`src/shared/sw_host_pkg.sv`:
```
// Shared constants and types for the single-line bus master and its CRC unit
package sw_host_pkg;

  // ******************************************************************
  // Line timing, in microseconds
  // ******************************************************************
  localparam logic [9:0] RESET_LOW_US      = 10'h1E0; // 480
  localparam logic [9:0] RESET_LOW_MAX_US  = 10'h3C0; // 960, rise time included
  localparam logic [9:0] RESET_HIGH_US     = 10'h1E0; // 480
  localparam logic [9:0] PRESENCE_SMP_US   = 10'h046; // 70, inside presence low
  localparam logic [9:0] SLOT_US           = 10'h046; // 70
  localparam logic [9:0] RECOVERY_US       = 10'h005; // 5
  localparam logic [9:0] WRITE_ONE_LOW_US  = 10'h006; // 6
  localparam logic [9:0] WRITE_ZERO_LOW_US = 10'h03C; // 60
  localparam logic [9:0] READ_LOW_US       = 10'h002; // 2
  localparam logic [9:0] READ_SMP_US       = 10'h00E; // 14, last us of read_valid_window
  localparam logic [9:0] READ_VALID_US     = 10'h00F; // 15
  localparam logic [9:0] PROG_US           = 10'h1E0; // 480

  // ******************************************************************
  // CRC constants
  // ******************************************************************
  localparam logic [7:0]  CRC8_POLY_REFL   = 8'h8C;    // x^8+x^5+x^4+1, bit-reversed
  localparam logic [15:0] CRC16_POLY_REFL  = 16'hA001; // x^16+x^15+x^2+1, bit-reversed
  localparam logic [7:0]  CRC8_RESET       = 8'h00;
  localparam logic [15:0] CRC16_RESET      = 16'h0000;
  localparam logic [15:0] CRC16_RESIDUE    = 16'hB001; // After data plus inverted CRC

  // ******************************************************************
  // Types
  // ******************************************************************
  typedef enum logic [1:0] {OP_RESET, OP_WRITE, OP_READ, OP_PROG} op_t;
  typedef enum logic [2:0] {ST_IDLE, ST_RST_LOW, ST_RST_HIGH, ST_SLOT, ST_PROG} ctl_state_t;

endpackage

```
`src/shared/crc_if.sv`:
```
// Link between the bus master sequencer and its CRC unit
`timescale 1ns/1ns
interface crc_if;
  logic        clear;
  logic        load;
  logic [15:0] load_value;
  logic        shift;
  logic        shift_bit;
  logic [7:0]  crc8;
  logic [15:0] crc16;

  modport master (output clear, load, load_value, shift, shift_bit, input crc8, crc16);
  modport engine (input clear, load, load_value, shift, shift_bit, output crc8, crc16);
endinterface

```
`src/hw/crc_unit.sv`:
```
// Serial 8-bit and 16-bit CRC accumulators fed one line bit at a time
`timescale 1ns/1ns
module crc_unit (
  input  wire logic  i_clk_sys,
  input  wire logic  i_reset_n,
  crc_if.engine      bus
);

  typedef struct packed {
    logic [7:0]  crc8;
    logic [15:0] crc16;
  } crc_state_t;

  crc_state_t q;
  crc_state_t d;

  // ******************************************************************
  // Next value
  // ******************************************************************
  always_comb begin
    d = q;
    if (bus.clear) begin
      d.crc8  = sw_host_pkg::CRC8_RESET;
      d.crc16 = sw_host_pkg::CRC16_RESET;
    end else if (bus.load) begin
      d.crc16 = bus.load_value;
    end else if (bus.shift) begin
      // Reflected form: least significant bit enters first
      d.crc8 = {1'b0, q.crc8[7:1]} ^
               ((q.crc8[0] ^ bus.shift_bit) ? sw_host_pkg::CRC8_POLY_REFL : 8'h00);
      d.crc16 = {1'b0, q.crc16[15:1]} ^
                ((q.crc16[0] ^ bus.shift_bit) ? sw_host_pkg::CRC16_POLY_REFL : 16'h0000);
    end
  end

  always_ff @(posedge i_clk_sys or negedge i_reset_n) begin
    if (!i_reset_n) begin
      q <= '0;
    end else begin
      q <= d;
    end
  end

  assign bus.crc8  = q.crc8;
  assign bus.crc16 = q.crc16;

endmodule

```
`src/hw/sw_master.sv`:
```
// Single-line bus master: reset, bit slots, program pulse and CRC checking
//
// Notes on behaviour
// - Master opens every read and write slot by pulling the line low.
// - Master keeps reset low plus rise time below 960 microseconds.
// - Master samples read data late, but within the 15 microsecond window.
// - Program pulse only after the current byte CRC checked correct.
// - Program pulse: drive 12 V for 480 microseconds, then back to idle.
// - No halt on CRC mismatch; the master decides to continue or retry.
// - Reset low at least 480 us; presence follows 15-60 us after release.
`timescale 1ns/1ns
module sw_master #(
  parameter int CLK_FREQ_HZ = 50_000_000
) (
  input  wire logic        i_clk_sys,
  input  wire logic        i_reset_n,
  input  wire logic        i_line,
  output logic             o_line_out,
  output logic             o_line_oe,
  output logic             o_prog_oe,
  input  wire logic        i_cmd_valid,
  input  wire logic [1:0]  i_cmd_op,
  input  wire logic        i_cmd_single,
  input  wire logic [7:0]  i_cmd_data,
  output logic             o_cmd_ready,
  output logic             o_done,
  output logic [7:0]       o_rx_data,
  output logic             o_presence,
  output logic             o_prog_refused,
  input  wire logic        i_crc_clear,
  input  wire logic        i_crc_load,
  input  wire logic [15:0] i_crc_load_value,
  output logic [7:0]       o_crc8,
  output logic [15:0]      o_crc16,
  output logic             o_crc8_ok,
  output logic             o_crc16_ok
);

  localparam int CLKS_PER_US = CLK_FREQ_HZ / 1_000_000;
  localparam int DIV_W       = (CLKS_PER_US > 1) ? $clog2(CLKS_PER_US) : 1;
  localparam logic [DIV_W-1:0] DIV_MAX = DIV_W'(CLKS_PER_US - 1);

  // Cycle figures for the checks below
  localparam int RESET_MIN_CYC  = 480 * CLKS_PER_US;
  localparam int RESET_MAX_CYC  = 960 * CLKS_PER_US;
  localparam int PROG_CYC       = 480 * CLKS_PER_US;
  localparam int READ_VALID_CYC = 15 * CLKS_PER_US;
  localparam int WRITE0_CYC     = 60 * CLKS_PER_US;

  if (CLKS_PER_US < 1 || CLK_FREQ_HZ % 1_000_000 != 0) begin : g_bad_clk
    $error("CLK_FREQ_HZ must be a whole number of MHz");
  end

  typedef struct packed {
    sw_host_pkg::ctl_state_t st;
    logic [DIV_W-1:0]        div;
    logic [9:0]              us;
    logic [2:0]              idx;
    logic [7:0]              sh;
    logic                    rd;
    logic                    oe;
    logic                    prog;
    logic                    done;
    logic                    pres;
    logic                    refused;
    logic [7:0]              rx;
  } ctl_t;

  ctl_t q;
  ctl_t d;
  logic tick;
  logic slot_end;
  logic sample;
  logic [9:0] low_len;

  crc_if crc ();

  crc_unit u_crc (
    .i_clk_sys (i_clk_sys),
    .i_reset_n (i_reset_n),
    .bus       (crc.engine)
  );

  // ******************************************************************
  // Sequencer
  // ******************************************************************
  always_comb begin
    d         = q;
    d.done    = 1'b0;
    d.refused = 1'b0;
    tick      = (q.div == DIV_MAX);
    d.div     = tick ? '0 : q.div + DIV_W'(1);
    d.us      = tick ? q.us + 10'h001 : q.us;
    slot_end  = (q.st == sw_host_pkg::ST_SLOT) && tick &&
                (q.us == sw_host_pkg::SLOT_US + sw_host_pkg::RECOVERY_US - 10'h001);
    // Latest safe point: end of the 14th us after our own falling edge
    sample    = (q.st == sw_host_pkg::ST_SLOT) && q.rd && tick &&
                (q.us == sw_host_pkg::READ_SMP_US - 10'h001);
    case (q.st)
      sw_host_pkg::ST_IDLE: begin
        d.div = '0;
        d.us  = '0;
        if (i_cmd_valid) begin
          d.idx = i_cmd_single ? 3'h0 : 3'h7;
          case (sw_host_pkg::op_t'(i_cmd_op))
            sw_host_pkg::OP_RESET: begin
              d.st   = sw_host_pkg::ST_RST_LOW;
              d.pres = 1'b0;
            end
            sw_host_pkg::OP_WRITE: begin
              d.st = sw_host_pkg::ST_SLOT;
              d.rd = 1'b0;
              d.sh = i_cmd_data;
            end
            sw_host_pkg::OP_READ: begin
              d.st = sw_host_pkg::ST_SLOT;
              d.rd = 1'b1;
              d.sh = 8'h00;
            end
            default: begin
              // Programming an unchecked byte would burn bad data for good
              if (o_crc16_ok) begin
                d.st = sw_host_pkg::ST_PROG;
              end else begin
                d.refused = 1'b1;
                d.done    = 1'b1;
              end
            end
          endcase
        end
      end
      sw_host_pkg::ST_RST_LOW: begin
        if (tick && q.us == sw_host_pkg::RESET_LOW_US - 10'h001) begin
          d.st  = sw_host_pkg::ST_RST_HIGH;
          d.div = '0;
          d.us  = '0;
        end
      end
      sw_host_pkg::ST_RST_HIGH: begin
        if (tick && q.us == sw_host_pkg::PRESENCE_SMP_US - 10'h001) begin
          d.pres = ~i_line;
        end
        if (tick && q.us == sw_host_pkg::RESET_HIGH_US - 10'h001) begin
          d.st   = sw_host_pkg::ST_IDLE;
          d.done = 1'b1;
        end
      end
      sw_host_pkg::ST_SLOT: begin
        if (sample) begin
          d.sh = {i_line, q.sh[7:1]};
        end
        if (slot_end) begin
          d.div = '0;
          d.us  = '0;
          if (!q.rd) begin
            d.sh = {1'b0, q.sh[7:1]};
          end
          if (q.idx == 3'h0) begin
            d.st   = sw_host_pkg::ST_IDLE;
            d.done = 1'b1;
            d.rx   = q.sh;
          end else begin
            d.idx = q.idx - 3'h1;
          end
        end
      end
      sw_host_pkg::ST_PROG: begin
        if (tick && q.us == sw_host_pkg::PROG_US - 10'h001) begin
          d.st   = sw_host_pkg::ST_IDLE;
          d.done = 1'b1;
        end
      end
      default: begin
        d.st = sw_host_pkg::ST_IDLE;
      end
    endcase
    low_len = d.rd ? sw_host_pkg::READ_LOW_US :
              (d.sh[0] ? sw_host_pkg::WRITE_ONE_LOW_US : sw_host_pkg::WRITE_ZERO_LOW_US);
    d.oe   = (d.st == sw_host_pkg::ST_RST_LOW) ||
             ((d.st == sw_host_pkg::ST_SLOT) && (d.us < low_len));
    d.prog = (d.st == sw_host_pkg::ST_PROG);
  end

  always_ff @(posedge i_clk_sys or negedge i_reset_n) begin
    if (!i_reset_n) begin
      q <= '0;
    end else begin
      q <= d;
    end
  end

  // ******************************************************************
  // CRC feed and outputs
  // ******************************************************************
  // Each line bit, written or read, enters both generators as it completes
  assign crc.clear      = i_crc_clear;
  assign crc.load       = i_crc_load;
  assign crc.load_value = i_crc_load_value;
  assign crc.shift      = slot_end;
  assign crc.shift_bit  = q.rd ? q.sh[7] : q.sh[0];

  assign o_line_out     = 1'b0;
  assign o_line_oe      = q.oe;
  assign o_prog_oe      = q.prog;
  assign o_cmd_ready    = (q.st == sw_host_pkg::ST_IDLE);
  assign o_done         = q.done;
  assign o_rx_data      = q.rx;
  assign o_presence     = q.pres;
  assign o_prog_refused = q.refused;
  assign o_crc8         = crc.crc8;
  assign o_crc16        = crc.crc16;
  assign o_crc8_ok      = (crc.crc8 == sw_host_pkg::CRC8_RESET);
  assign o_crc16_ok     = (crc.crc16 == sw_host_pkg::CRC16_RESIDUE);

  // ******************************************************************
  // Checks
  // ******************************************************************
  logic [15:0] low_run;
  logic [15:0] prog_run;
  logic [15:0] slot_cyc;

  always_ff @(posedge i_clk_sys or negedge i_reset_n) begin
    if (!i_reset_n) begin
      low_run  <= 16'h0000;
      prog_run <= 16'h0000;
      slot_cyc <= 16'h0000;
    end else begin
      low_run  <= q.oe ? low_run + 16'h0001 : 16'h0000;
      prog_run <= q.prog ? prog_run + 16'h0001 : 16'h0000;
      slot_cyc <= (q.st == sw_host_pkg::ST_SLOT && !slot_end) ? slot_cyc + 16'h0001 : 16'h0000;
    end
  end

  slot_start_a: assert property (@(posedge i_clk_sys) disable iff (!i_reset_n)
    $rose(q.oe) |-> q.us == 10'h000 &&
      (q.st == sw_host_pkg::ST_SLOT || q.st == sw_host_pkg::ST_RST_LOW))
    else $error("line pulled low outside a slot or reset start");

  reset_low_max_a: assert property (@(posedge i_clk_sys) disable iff (!i_reset_n)
    32'(low_run) < RESET_MAX_CYC)
    else $error("reset low too long");

  reset_low_min_a: assert property (@(posedge i_clk_sys) disable iff (!i_reset_n)
    $fell(q.oe) && q.st == sw_host_pkg::ST_RST_HIGH |-> 32'($past(low_run)) == RESET_MIN_CYC - 1)
    else $error("reset low length wrong");

  read_sample_a: assert property (@(posedge i_clk_sys) disable iff (!i_reset_n)
    sample |-> 32'(slot_cyc) < READ_VALID_CYC && 32'(slot_cyc) >= READ_VALID_CYC - CLKS_PER_US - 1)
    else $error("read sample outside late window");

  prog_gate_a: assert property (@(posedge i_clk_sys) disable iff (!i_reset_n)
    $rose(q.prog) |-> $past(o_crc16_ok))
    else $error("program pulse without good CRC");

  prog_len_a: assert property (@(posedge i_clk_sys) disable iff (!i_reset_n)
    $fell(q.prog) |-> 32'($past(prog_run)) == PROG_CYC - 1 && o_done)
    else $error("program pulse length wrong");

  prog_excl_a: assert property (@(posedge i_clk_sys) disable iff (!i_reset_n)
    q.prog |-> !q.oe ##1 (q.prog || !q.oe))
    else $error("pulldown and programming drive overlap");

  write_zero_a: assert property (@(posedge i_clk_sys) disable iff (!i_reset_n)
    $fell(q.oe) && q.st == sw_host_pkg::ST_SLOT && !q.rd && !q.sh[0]
      |-> 32'($past(low_run)) == WRITE0_CYC - 1)
    else $error("write zero low time wrong");

  no_block_a: assert property (@(posedge i_clk_sys) disable iff (!i_reset_n)
    o_done && !o_prog_refused && !i_cmd_valid |=> o_cmd_ready)
    else $error("sequencer blocked after a transfer");

endmodule

```
`config.mk`:
```
export PLATFORM = sky130hd
export DESIGN_NAME = sw_master
export DESIGN_NICKNAME = d
export VERILOG_FILES = /design/src/shared/sw_host_pkg.sv /design/src/shared/crc_if.sv /design/src/hw/crc_unit.sv /design/src/hw/sw_master.sv
export SDC_FILE = /design/constraint.sdc
export NUM_CORES = 1
export LEC_CHECK = 0
export ABC_AREA = 1
export BUFFER_PORTS_ARGS = -buffer_cell sky130_fd_sc_hd__buf_2
export CORE_MARGIN = 5
export CORE_UTILIZATION = 40
export CTS_BUF_LIST = sky130_fd_sc_hd__clkbuf_8
export DETAILED_ROUTE_END_ITERATION = 6
export HOLD_SLACK_MARGIN = 0.12
export PLACE_DENSITY = 0.58
export SLEW_MARGIN = 25
export SYNTH_ARGS = -nofsm -noshare
export SYNTH_HDL_FRONTEND = slang
export SYNTH_SLANG_ARGS = --single-unit
```
`constraint.sdc`:
```
create_clock -name i_clk_sys -period 6.7 [get_ports i_clk_sys]
set_input_delay 0 -clock i_clk_sys [delete_from_list [all_inputs] [get_ports i_clk_sys]]
set_output_delay 0 -clock i_clk_sys [all_outputs]
set_load 0.05 [all_outputs]
```
==> impl_metrics.py, run 1 <==
metrics = {
    "synthesis": {
        "netlist_area_mm2": 0.00381,
        "ys_seq_area_frac": 0.446,
        "synth-edff-count": 0,
        "netlist_instances": 462,
        "synth-async-reset-ratio": 1.00,
        "synth_flop_cell": "dfrtp_1",
        "ys_types": 46,
        "ys_seq_elements": 68,
        "ys_warn_count": 0,
        "avgSynthCellArea_um2": 8.25,
        "syn-num-nets": 511,
    },
    "cells_and_area": {
        "design_area_mm2": 0.00483,
        "diodes": 0,
        "syn2layout_area_growth_pct": 26.8,
        "nNetsFinal": 613,
        "n_fill_cell": 912,
        "drive_gt1_frac": 0.204,
        "final_common_cell": "nand2_1",
        "final_cell_mix": "79 x nand2_1, 78 x inv_1, 72 x buf_2",
    },
    "placement": {
        "place_area_mm2": 0.00423,
        "routabilityCongestion": 0.827,
        "io_buffers": 72,
        "place_hpwl_um": 6800,
        "dp_worst_setup_slack_ns": 3.59,
    },
    "die": {
        "die_width_um": 108,
        "fp.dieH_um": 108,
        "pin_count": 74,
        "coreArea_mm2": 0.00928,
        "start_util": 0.411,
        "rows": 35,
        "die-area_mm2": 0.0116,
    },
    "global_routing": {
        "grt_pass1_wl_um": 15100,
        "antenna_found_initial": 0,
        "grt_pass1_vias": 3206,
        "grt_max_degree": 69,
        "grt_usage": 0.165,
        "overflow": 0,
    },
    "detailed_routing": {
        "wl_per_cell_um": 13.4,
        "vias": 3381,
        "vias_per_cell": 4.84,
        "drtPass1Iterations": 6,
        "drt_iter0_drc": 164,
        "wl_um": 9360,
        "drc": 0,
        "antenna_left": 0,
    },
    "cts": {
        "cts_root_buf": "clkbuf_8",
        "clk_latency_ns": 0.34,
        "numCtsBuffers": 9,
        "cts_max_path_buffers": 2,
        "htreeDepth": 3,
        "cts_tree": "built",
        "clk_pin_slew_ns": 0.07,
        "clock-sinks": 68,
        "cts_setup_buffers": 0,
    },
    "timing": {
        "tns_ns": 0,
        "finalCritPeriodShare": 0.464,
        "post-route-min-period_ns": 3.11,
        "clock_skew_ns": 0.0145,
        "fmax_mhz": 322,
        "fin_ws_ns": 3.59,
        "tightest_slew_ns": 0.875,
        "holdWs_ns": 0.132,
        "hold_viol": 0,
        "slew_headroom": 0.417,
        "final-setup-viol-count": 0,
        "rsz0062_at_grt": "false",
        "drv_slew": 0,
    },
    "critical_path": {
        "critPathSlowestCell": "dfrtp_1",
        "crit_buf_inv": 2,
        "slowest_delay_ns": 0.41,
        "cp.arrival_ns": 3.38,
        "path_max_fanout": 14,
        "worstSetupEndpointType": "flip-flop",
        "worstPathCellList": "inv_1, ha_1, nand3_1, nor2_4, nand3_2, a21boi_0, nand2_2, inv_4, nor2_1, ha_1, a21oi_1, nor3_1, a211oi_1, nand3_1, nor2_1, nand3_1, nand2_1",
        "crit_family": "simple AND/OR/NAND/NOR gates",
        "worstSetupPathType": "reg2reg",
        "worstPathRequired_ns": 6.97,
        "crit_path_start_kind": "flip-flop",
        "crit_path_frequent_cell": "nand3_1",
    },
    "pwr": {
        "p_leak_nw": 2.48,
        "vdd_drop_max_mv": 0.215,
        "p_per_area_mw_per_mm2": 313,
    },
    "status": {
        "status": "complete, no violations",
    },
    "flow_run": {
        "cap_violations": 0,
    },
    "worst_hold_path": {
        "hold_path_class": "in2reg",
    },
}
cells in the mapped netlist, drive strengths merged (2+ instances only):
master   number  area (um2)
ha           16         200
or2           2        12.5
o2111ai       2        17.5
o221ai        9        78.8
a21oi         9        45.0
nand2        85         339
o21ai        36         188
dfrtp        68        1700
o211ai        2        15.0
nor2         45         191
clkbuf        4        15.0
buf          13         100
xnor2         2        17.5
nand4        16         115
nor3          7        35.0
inv          83         314
xor2          7        61.3
nand3        24         130
o22ai        16         100
mux2          3        33.8
state kept, by name, summed over array words and instances, names as in the netlist:
| register | count |
|---|---|
| u_crc.bus.crc16 | 16 |
| u_crc.bus.crc8 | 8 |
| o_rx_data | 8 |
| o_presence | 1 |
| o_done | 1 |
| q | 31 |
| o_line_oe | 1 |
| o_prog_oe | 1 |
| o_prog_refused | 1 |
final timing paths:
kind	to	cells after the start	slack [ns]	start
min in group asynchronous	u_crc.bus.crc16[9]	3	0.38	i_reset_n
min	o_prog_refused	4	0.13	i_cmd_op[1]
max	o_line_oe	17	3.59	q[36]
min reg2reg	o_rx_data[5]	2	0.48	o_rx_data[5]
max in group asynchronous	o_line_oe	3	5.74	i_reset_n
max reg2reg	o_line_oe	17	3.59	q[36]
tightest hold or removal path: stages:
cell	delay, ns
buf_2	0.12
ha_1	0.15
nand3_1	0.10
inv_1	0.06
kinds of logic after synthesis:
family | count (synthesis) | synth area share
flip-flops | 68 | 0.446
other | 1 | 0.000984
buffers and inverters | 101 | 0.115
adder cells (fa/ha/maj) | 16 | 0.0525
multiplexers | 4 | 0.0115
AND/OR/NAND/NOR | 182 | 0.222
XOR/XNOR | 9 | 0.0207
AO/OA/AOI/OAI | 81 | 0.131
metrics by stage:
stage | instances | total power, mW | util
final | 698 | 1.51 | 0.521
after global routing | 698 | 1.62 | 0.521
after CTS | 698 | 1.53 | 0.521
after detailed placement | 647 | 1.07 | 0.455
after global placement | 647 | 1.06 | 0.455
after floorplan | 462 | 0.929 | -
report_power, final:
group	leakage, nW	switching, mW	internal (mW)
Sequential	0.914	0.0438	0.481
Clock	0.126	0.162	0.269
Combinational	1.44	0.379	0.176
Total	2.48	0.586	0.926
layer usage:
layer  vias up  GRT usage  routed length, um
met2        78      0.258               4320
li1       1704          -                  -
met3         9     0.0312                546
met1      1590      0.224               4360
met4         0     0.0649                131
met5         -          0                  0
cell type report:
type                       instances  area, um2  share of cell area
sequential                        68       1700               0.352
multi-input combinational        293       1670               0.346
timing repair buffer             108        718               0.149
inverter                          84        323              0.0668
tap                              129        161              0.0334
clock buffer                      11        151              0.0313
clock inverter                     5        106              0.0220
repair_timing:
| action | CTS | global route |
|---|---|---|
| hold buffers | 35 | 0 |
| endpoints found under the hold margin | 96 | 0 |
| gates resized for setup | 0 | 0 |
(Power assumes the default switching activity.)
==> run 2: changes to the inputs <==
--- a/config.mk
+++ b/config.mk
@@ -12,7 +12,7 @@
 export CTS_BUF_LIST = sky130_fd_sc_hd__clkbuf_8
 export DETAILED_ROUTE_END_ITERATION = 6
 export HOLD_SLACK_MARGIN = 0.12
-export PLACE_DENSITY = 0.58
+export PLACE_DENSITY = 0.6
 export SLEW_MARGIN = 25
 export SYNTH_ARGS = -nofsm -noshare
 export SYNTH_HDL_FRONTEND = slang
==> constraint.sdc (replaced) <==
create_clock -name i_clk_sys -period 2.84 [get_ports i_clk_sys]
set_input_delay 0 -clock i_clk_sys [delete_from_list [all_inputs] [get_ports i_clk_sys]]
set_output_delay 0 -clock i_clk_sys [all_outputs]
set_load 0.05 [all_outputs]
==> impl_metrics.py, run 2 (synthesis results as in run 1) <==
metrics = {
    "placement": {
        "place_hpwl_um": 6930,
        "io_buffers": 72,
        "routabilityCongestion": 0.839,
        "placed_cells": 652,
    },
    "critical_path": {
        "crit_path_start_kind": "flip-flop",
        "worstSetupEndpointType": "flip-flop",
        "crit_family": "simple AND/OR/NAND/NOR gates",
        "ff2ff_setup_slack_ns": 0.22,
        "worstPathRequired_ns": 3.13,
        "path_max_fanout": 6,
        "r2r_end": "o_line_oe",
        "worstSetupPathType": "reg2reg",
        "r2r-start": "q[36]",
        "slowest_delay_ns": 0.38,
        "crit_buf_inv": 1,
        "critPathSlowestCell": "dfrtp_1",
        "crit_path_frequent_cell": "nand2_1",
        "worstPathCellList": "inv_1, ha_2, nand3_2, nor2_4, nand4_1, nand2_1, nand2_1, nand3_2, nand2_2, nand2_2, nand2_4, ha_4, a21oi_2, nor3_2, a211oi_2, nand3_1, nor2_1, nand3_1, nand2_1",
        "cp.arrival_ns": 2.91,
        "r2r_cells": 19,
    },
    "die": {
        "rows": 35,
        "coreArea_mm2": 0.00928,
        "die_width_um": 108,
        "pin_count": 74,
        "start_util": 0.411,
        "fp.dieH_um": 108,
        "die-area_mm2": 0.0116,
    },
    "detailed_routing": {
        "vias": 3459,
        "drt_iter0_drc": 106,
        "vias_per_cell": 4.87,
        "drtPass1Iterations": 4,
        "antenna_left": 0,
        "drc": 0,
        "wl_um": 9490,
        "wl_per_cell_um": 13.4,
    },
    "timing": {
        "holdWs_ns": 0.152,
        "slew_headroom": 0.592,
        "drv_slew": 0,
        "fmax_mhz": 381,
        "hold_viol": 0,
        "finalCritPeriodShare": 0.923,
        "clock_skew_ns": 0.0119,
        "tns_ns": 0,
        "final-setup-viol-count": 0,
        "tightest_slew_ns": 0.611,
        "rsz0062_at_grt": "true",
        "post-route-min-period_ns": 2.62,
    },
    "global_routing": {
        "grt_pass1_vias": 3359,
        "overflow": 0,
        "grt_usage": 0.171,
        "grt_pass1_wl_um": 15700,
        "grt_max_degree": 30,
        "antenna_found_initial": 0,
    },
    "worst_hold_path": {
        "hold_path_class": "in2async",
    },
    "cells_and_area": {
        "final_common_cell": "inv_1",
        "instances_no_fill": 710,
        "final_cell_mix": "80 x inv_1, 74 x nand2_1, 72 x buf_2",
        "syn2layout_area_growth_pct": 31.0,
        "drive_gt1_frac": 0.246,
        "top_register": "q",
        "nNetsFinal": 625,
        "diodes": 0,
        "utilization": 0.538,
        "largest_register_ffs": 31,
    },
    "cts": {
        "cts_root_buf": "clkbuf_8",
        "htreeDepth": 3,
        "cts_max_path_buffers": 2,
        "clk_latency_ns": 0.35,
        "clk_pin_slew_ns": 0.07,
        "numCtsBuffers": 9,
        "cts_tree": "built",
        "clock-sinks": 68,
    },
    "status": {
        "status": "complete, no violations",
    },
    "pwr": {
        "p_sw_mw": 1.44,
        "p_leak_nw": 2.54,
        "vdd_drop_max_mv": 0.446,
        "p_comb_frac": 0.412,
        "p_int_mw": 2.15,
        "p_sw_frac": 0.401,
        "p_per_area_mw_per_mm2": 718,
        "seqPwrFrac": 0.345,
        "p_total_mw": 3.58,
        "pwr-share-clk": 0.243,
    },
    "flow_run": {
        "cap_violations": 0,
    },
}
[run 2: cell types whose count changed in the layout (fill, tap and decap cells not counted), sizes merged]
cell | previous run | this run
clkinv | 1 | 2
dlygate4sd3 | 35 | 36
clkbuf | 11 | 10
bufinv | 3 | 2
buf | 73 | 84
inv | 84 | 85
[run 2: worst max-delay path by stage]
stage,startpoint,to,slack (ns),cells past startpoint
floorplan,q[42],o_line_oe,0.38,17
global placement,q[36],o_line_oe,0.18,19
detailed placement,q[36],o_line_oe,0.09,19
CTS,q[36],u_crc.bus.crc16[11],0.07,10
global route,q[36],o_line_oe,-0.10,19
finish,q[36],o_line_oe,0.22,19
[run 2: metal layers]
| layer | wire length, um | global-route usage |
|---|---|---|
| met5 | 0 | 0 |
| met4 | 175 | 0.0703 |
| met3 | 558 | 0.0378 |
| met2 | 4510 | 0.271 |
| met1 | 4240 | 0.225 |
[run 2: worst reg2reg max path: cells and delay by family, from the launching register on]
family	cells	cell delay, ns
compound gates	2	0.32
flops	1	0.38
simple gates	14	1.37
buf+inv	1	0.06
fa+ha+maj	2	0.43
[run 2: final cells by class]
| cell class | instances | area, um2 |
|---|---|---|
| Inverter | 84 | 323 |
| Tap cell | 129 | 161 |
| Multi-Input combinational cell | 293 | 1770 |
| Fill cell | 883 | 4290 |
| Timing Repair Buffer | 120 | 815 |
| Clock inverter | 6 | 80.1 |
| Sequential cell | 68 | 1700 |
| Clock buffer | 10 | 138 |
[run 2: power by group through the flow]
stage,clock [mW],sequential (mW),combinational (mW)
3_3_place_gp,0,1.25,1.26
2_1_floorplan,0,1.39,0.798
4_1_cts,0.903,1.24,1.33
6_report,0.872,1.24,1.48
3_5_place_dp,0,1.26,1.27
5_1_grt,0.944,1.26,1.66
[run 2: stage by stage]
step                      cell area [um2]  worst slack, ns
after floorplan                      3810            0.380
after global placement               4260            0.179
after detailed placement             4260           0.0885
after CTS                            4840           0.0746
after global routing                 4990           -0.103
final                                4990            0.218
[run 2: repair_timing]
| action | in CTS | in global routing |
|---|---|---|
| hold buffers | 36 | 0 |
| gates resized for setup | 0 | 24 |
| endpoints found under the setup margin | 0 | 4 |
| endpoints found under the hold margin | 67 | 0 |
| setup buffers | 0 | 6 |
==> run 3: changes to the inputs <==
--- a/config.mk
+++ b/config.mk
@@ -8,11 +8,11 @@
 export ABC_AREA = 1
 export BUFFER_PORTS_ARGS = -buffer_cell sky130_fd_sc_hd__buf_2
 export CORE_MARGIN = 5
-export CORE_UTILIZATION = 40
+export CORE_UTILIZATION = 45
 export CTS_BUF_LIST = sky130_fd_sc_hd__clkbuf_8
 export DETAILED_ROUTE_END_ITERATION = 6
 export HOLD_SLACK_MARGIN = 0.12
-export PLACE_DENSITY = 0.6
+export PLACE_DENSITY = 0.67
 export SLEW_MARGIN = 25
 export SYNTH_ARGS = -nofsm -noshare
 export SYNTH_HDL_FRONTEND = slang
==> impl_metrics.py, run 3 (synthesis results as in run 1) <==
metrics = {
    "cells_and_area": {
        "nNetsFinal": 631,
        "register_area_mm2": 0.00170,
        "multiInputGateArea_mm2": 0.00175,
        "instances_no_fill": 690,
        "n_fill_cell": 742,
        "top_register": "q",
        "syn2layout_area_growth_pct": 30.4,
        "design_area_mm2": 0.00497,
        "drive_gt1_frac": 0.241,
        "final_common_cell": "inv_1",
        "final_cell_mix": "79 x inv_1, 74 x nand2_1, 72 x buf_2",
        "diodes": 0,
        "largest_register_ffs": 31,
    },
    "critical_path": {
        "critPathSlowestCell": "dfrtp_1",
        "r2r-start": "q[36]",
        "worstPathRequired_ns": 3.12,
        "crit_start": "q[36]",
        "slowest_delay_ns": 0.40,
        "r2r_end": "o_line_oe",
        "r2r_cells": 20,
        "worstSetupEndpointType": "flip-flop",
        "ff2ff_setup_slack_ns": 0.16,
        "crit_path_start_kind": "flip-flop",
        "worstPathCellList": "inv_1, ha_1, nand3_1, nor2_4, buf_4, nand2_2, inv_2, nand3b_2, nand2_2, nand2_2, clkinv_4, nor2_2, ha_4, a21oi_1, nor3_1, a211oi_2, nand3_1, nor2_1, nand3_1, nand2_1",
        "cp.arrival_ns": 2.97,
        "worstSetupPathType": "reg2reg",
        "critPathCapture": "o_line_oe",
        "path_max_fanout": 7,
    },
    "timing": {
        "post-route-min-period_ns": 2.68,
        "fmax_mhz": 372,
        "hold_viol": 0,
        "finalCritPeriodShare": 0.945,
        "drv_slew": 0,
        "tightest_slew_ns": 0.759,
        "final-setup-viol-count": 0,
        "clock_skew_ns": 0.00583,
        "slew_headroom": 0.494,
    },
    "pwr": {
        "vdd_drop_max_mv": 0.499,
        "p_sw_mw": 1.45,
        "pwr-share-clk": 0.223,
        "p_sw_frac": 0.408,
        "p_per_area_mw_per_mm2": 716,
        "p_comb_frac": 0.427,
        "seqPwrFrac": 0.350,
        "p_leak_nw": 2.55,
        "p_int_mw": 2.11,
    },
    "global_routing": {
        "grt_max_degree": 37,
        "grt_pass1_wl_um": 15600,
        "grt_usage": 0.187,
        "grt_pass1_vias": 3346,
        "overflow": 0,
        "antenna_found_initial": 0,
    },
    "worst_hold_path": {
        "hold_path_class": "in2reg",
        "worstHoldStart": "i_crc_load",
    },
    "die": {
        "pin_count": 74,
        "start_util": 0.464,
        "die-area_mm2": 0.0104,
        "coreArea_mm2": 0.00822,
        "fp.dieH_um": 102,
        "die_width_um": 102,
        "rows": 33,
    },
    "placement": {
        "io_buffers": 72,
        "routabilityCongestion": 0.903,
        "place_area_mm2": 0.00425,
        "placed_cells": 628,
        "place_hpwl_um": 6800,
    },
    "detailed_routing": {
        "drt_iter0_drc": 102,
        "wl_per_cell_um": 13.8,
        "vias_per_cell": 5.06,
        "drc": 0,
        "wl_um": 9520,
        "antenna_left": 0,
        "vias": 3491,
        "drtPass1Iterations": 4,
    },
    "cts": {
        "numCtsBuffers": 9,
        "cts_max_path_buffers": 2,
        "htreeDepth": 3,
        "clk_latency_ns": 0.34,
        "cts_root_buf": "clkbuf_8",
        "clock-sinks": 68,
        "clk_pin_slew_ns": 0.07,
        "cts_tree": "built",
    },
    "status": {
        "status": "complete, no violations",
    },
    "flow_run": {
        "cap_violations": 0,
    },
}
==> run 3: worst min path at each step <==
stage / to / depth (start not counted)
2_1_floorplan: o_done / 0
3_3_place_gp: u_crc.bus.crc16[11] / 1
3_5_place_dp: u_crc.bus.crc16[14] / 1
4_1_cts: u_crc.bus.crc8[1] / 3
5_1_grt: o_done / 4
6_report: u_crc.bus.crc8[5] / 3
==> run 3: power groups by stage <==
stage          combinational [mW]  sequential [mW]  clock (mW)
2_1_floorplan               0.798             1.39           0
3_3_place_gp                 1.29             1.25           0
3_5_place_dp                 1.31             1.26           0
4_1_cts                      1.37             1.24       0.809
5_1_grt                      1.68             1.27       0.853
6_report                     1.52             1.25       0.794
==> run 3: cell type report <==
cell class	instances	area share
Clock buffer	11	0.0305
Clock inverter	3	0.00780
Inverter	84	0.0655
Multi-Input combinational cell	293	0.351
Sequential cell	68	0.342
Tap cell	105	0.0264
Timing Repair Buffer	126	0.176
==> run 3: per-layer routing <==
metal / GRT usage / vias up / wire length, um
li1: - / 1749 / -
met1: 0.260 / 1641 / 4360
met2: 0.295 / 92 / 4430
met3: 0.0396 / 9 / 628
met4: 0.0555 / 0 / 101
met5: 0 / - / 0
==> run 3: stage by stage <==
step | setup slack [ns] | power [mW] | util | setup TNS (ns) | hold slack, ns
6_report | 0.155 | 3.56 | 0.605 | 0 | 0.158
2_1_floorplan | 0.380 | 2.19 | - | 0 | -0.296
3_5_place_dp | 0.0161 | 2.57 | 0.517 | 0 | 0.117
3_3_place_gp | 0.154 | 2.54 | 0.517 | 0 | 0.122
5_1_grt | -0.0853 | 3.80 | 0.605 | -0.0853 | 0.191
4_1_cts | 0.0105 | 3.42 | 0.585 | 0 | 0.131
==> run 3: worst max-delay path: cells and delay by family (launching register included) <==
kind            cells  cell delay (ns)
fa+ha+maj           2             0.36
compound gates      2             0.35
flops               1             0.40
buf+inv             4             0.39
simple gates       12             1.11
==> run 3: repair_timing <==
item,CTS,global route
buffers inserted,0,11
gates resized for setup,0,18
endpoints found under the setup margin,0,5
hold endpoints to repair,60,0
hold buffers,37,0
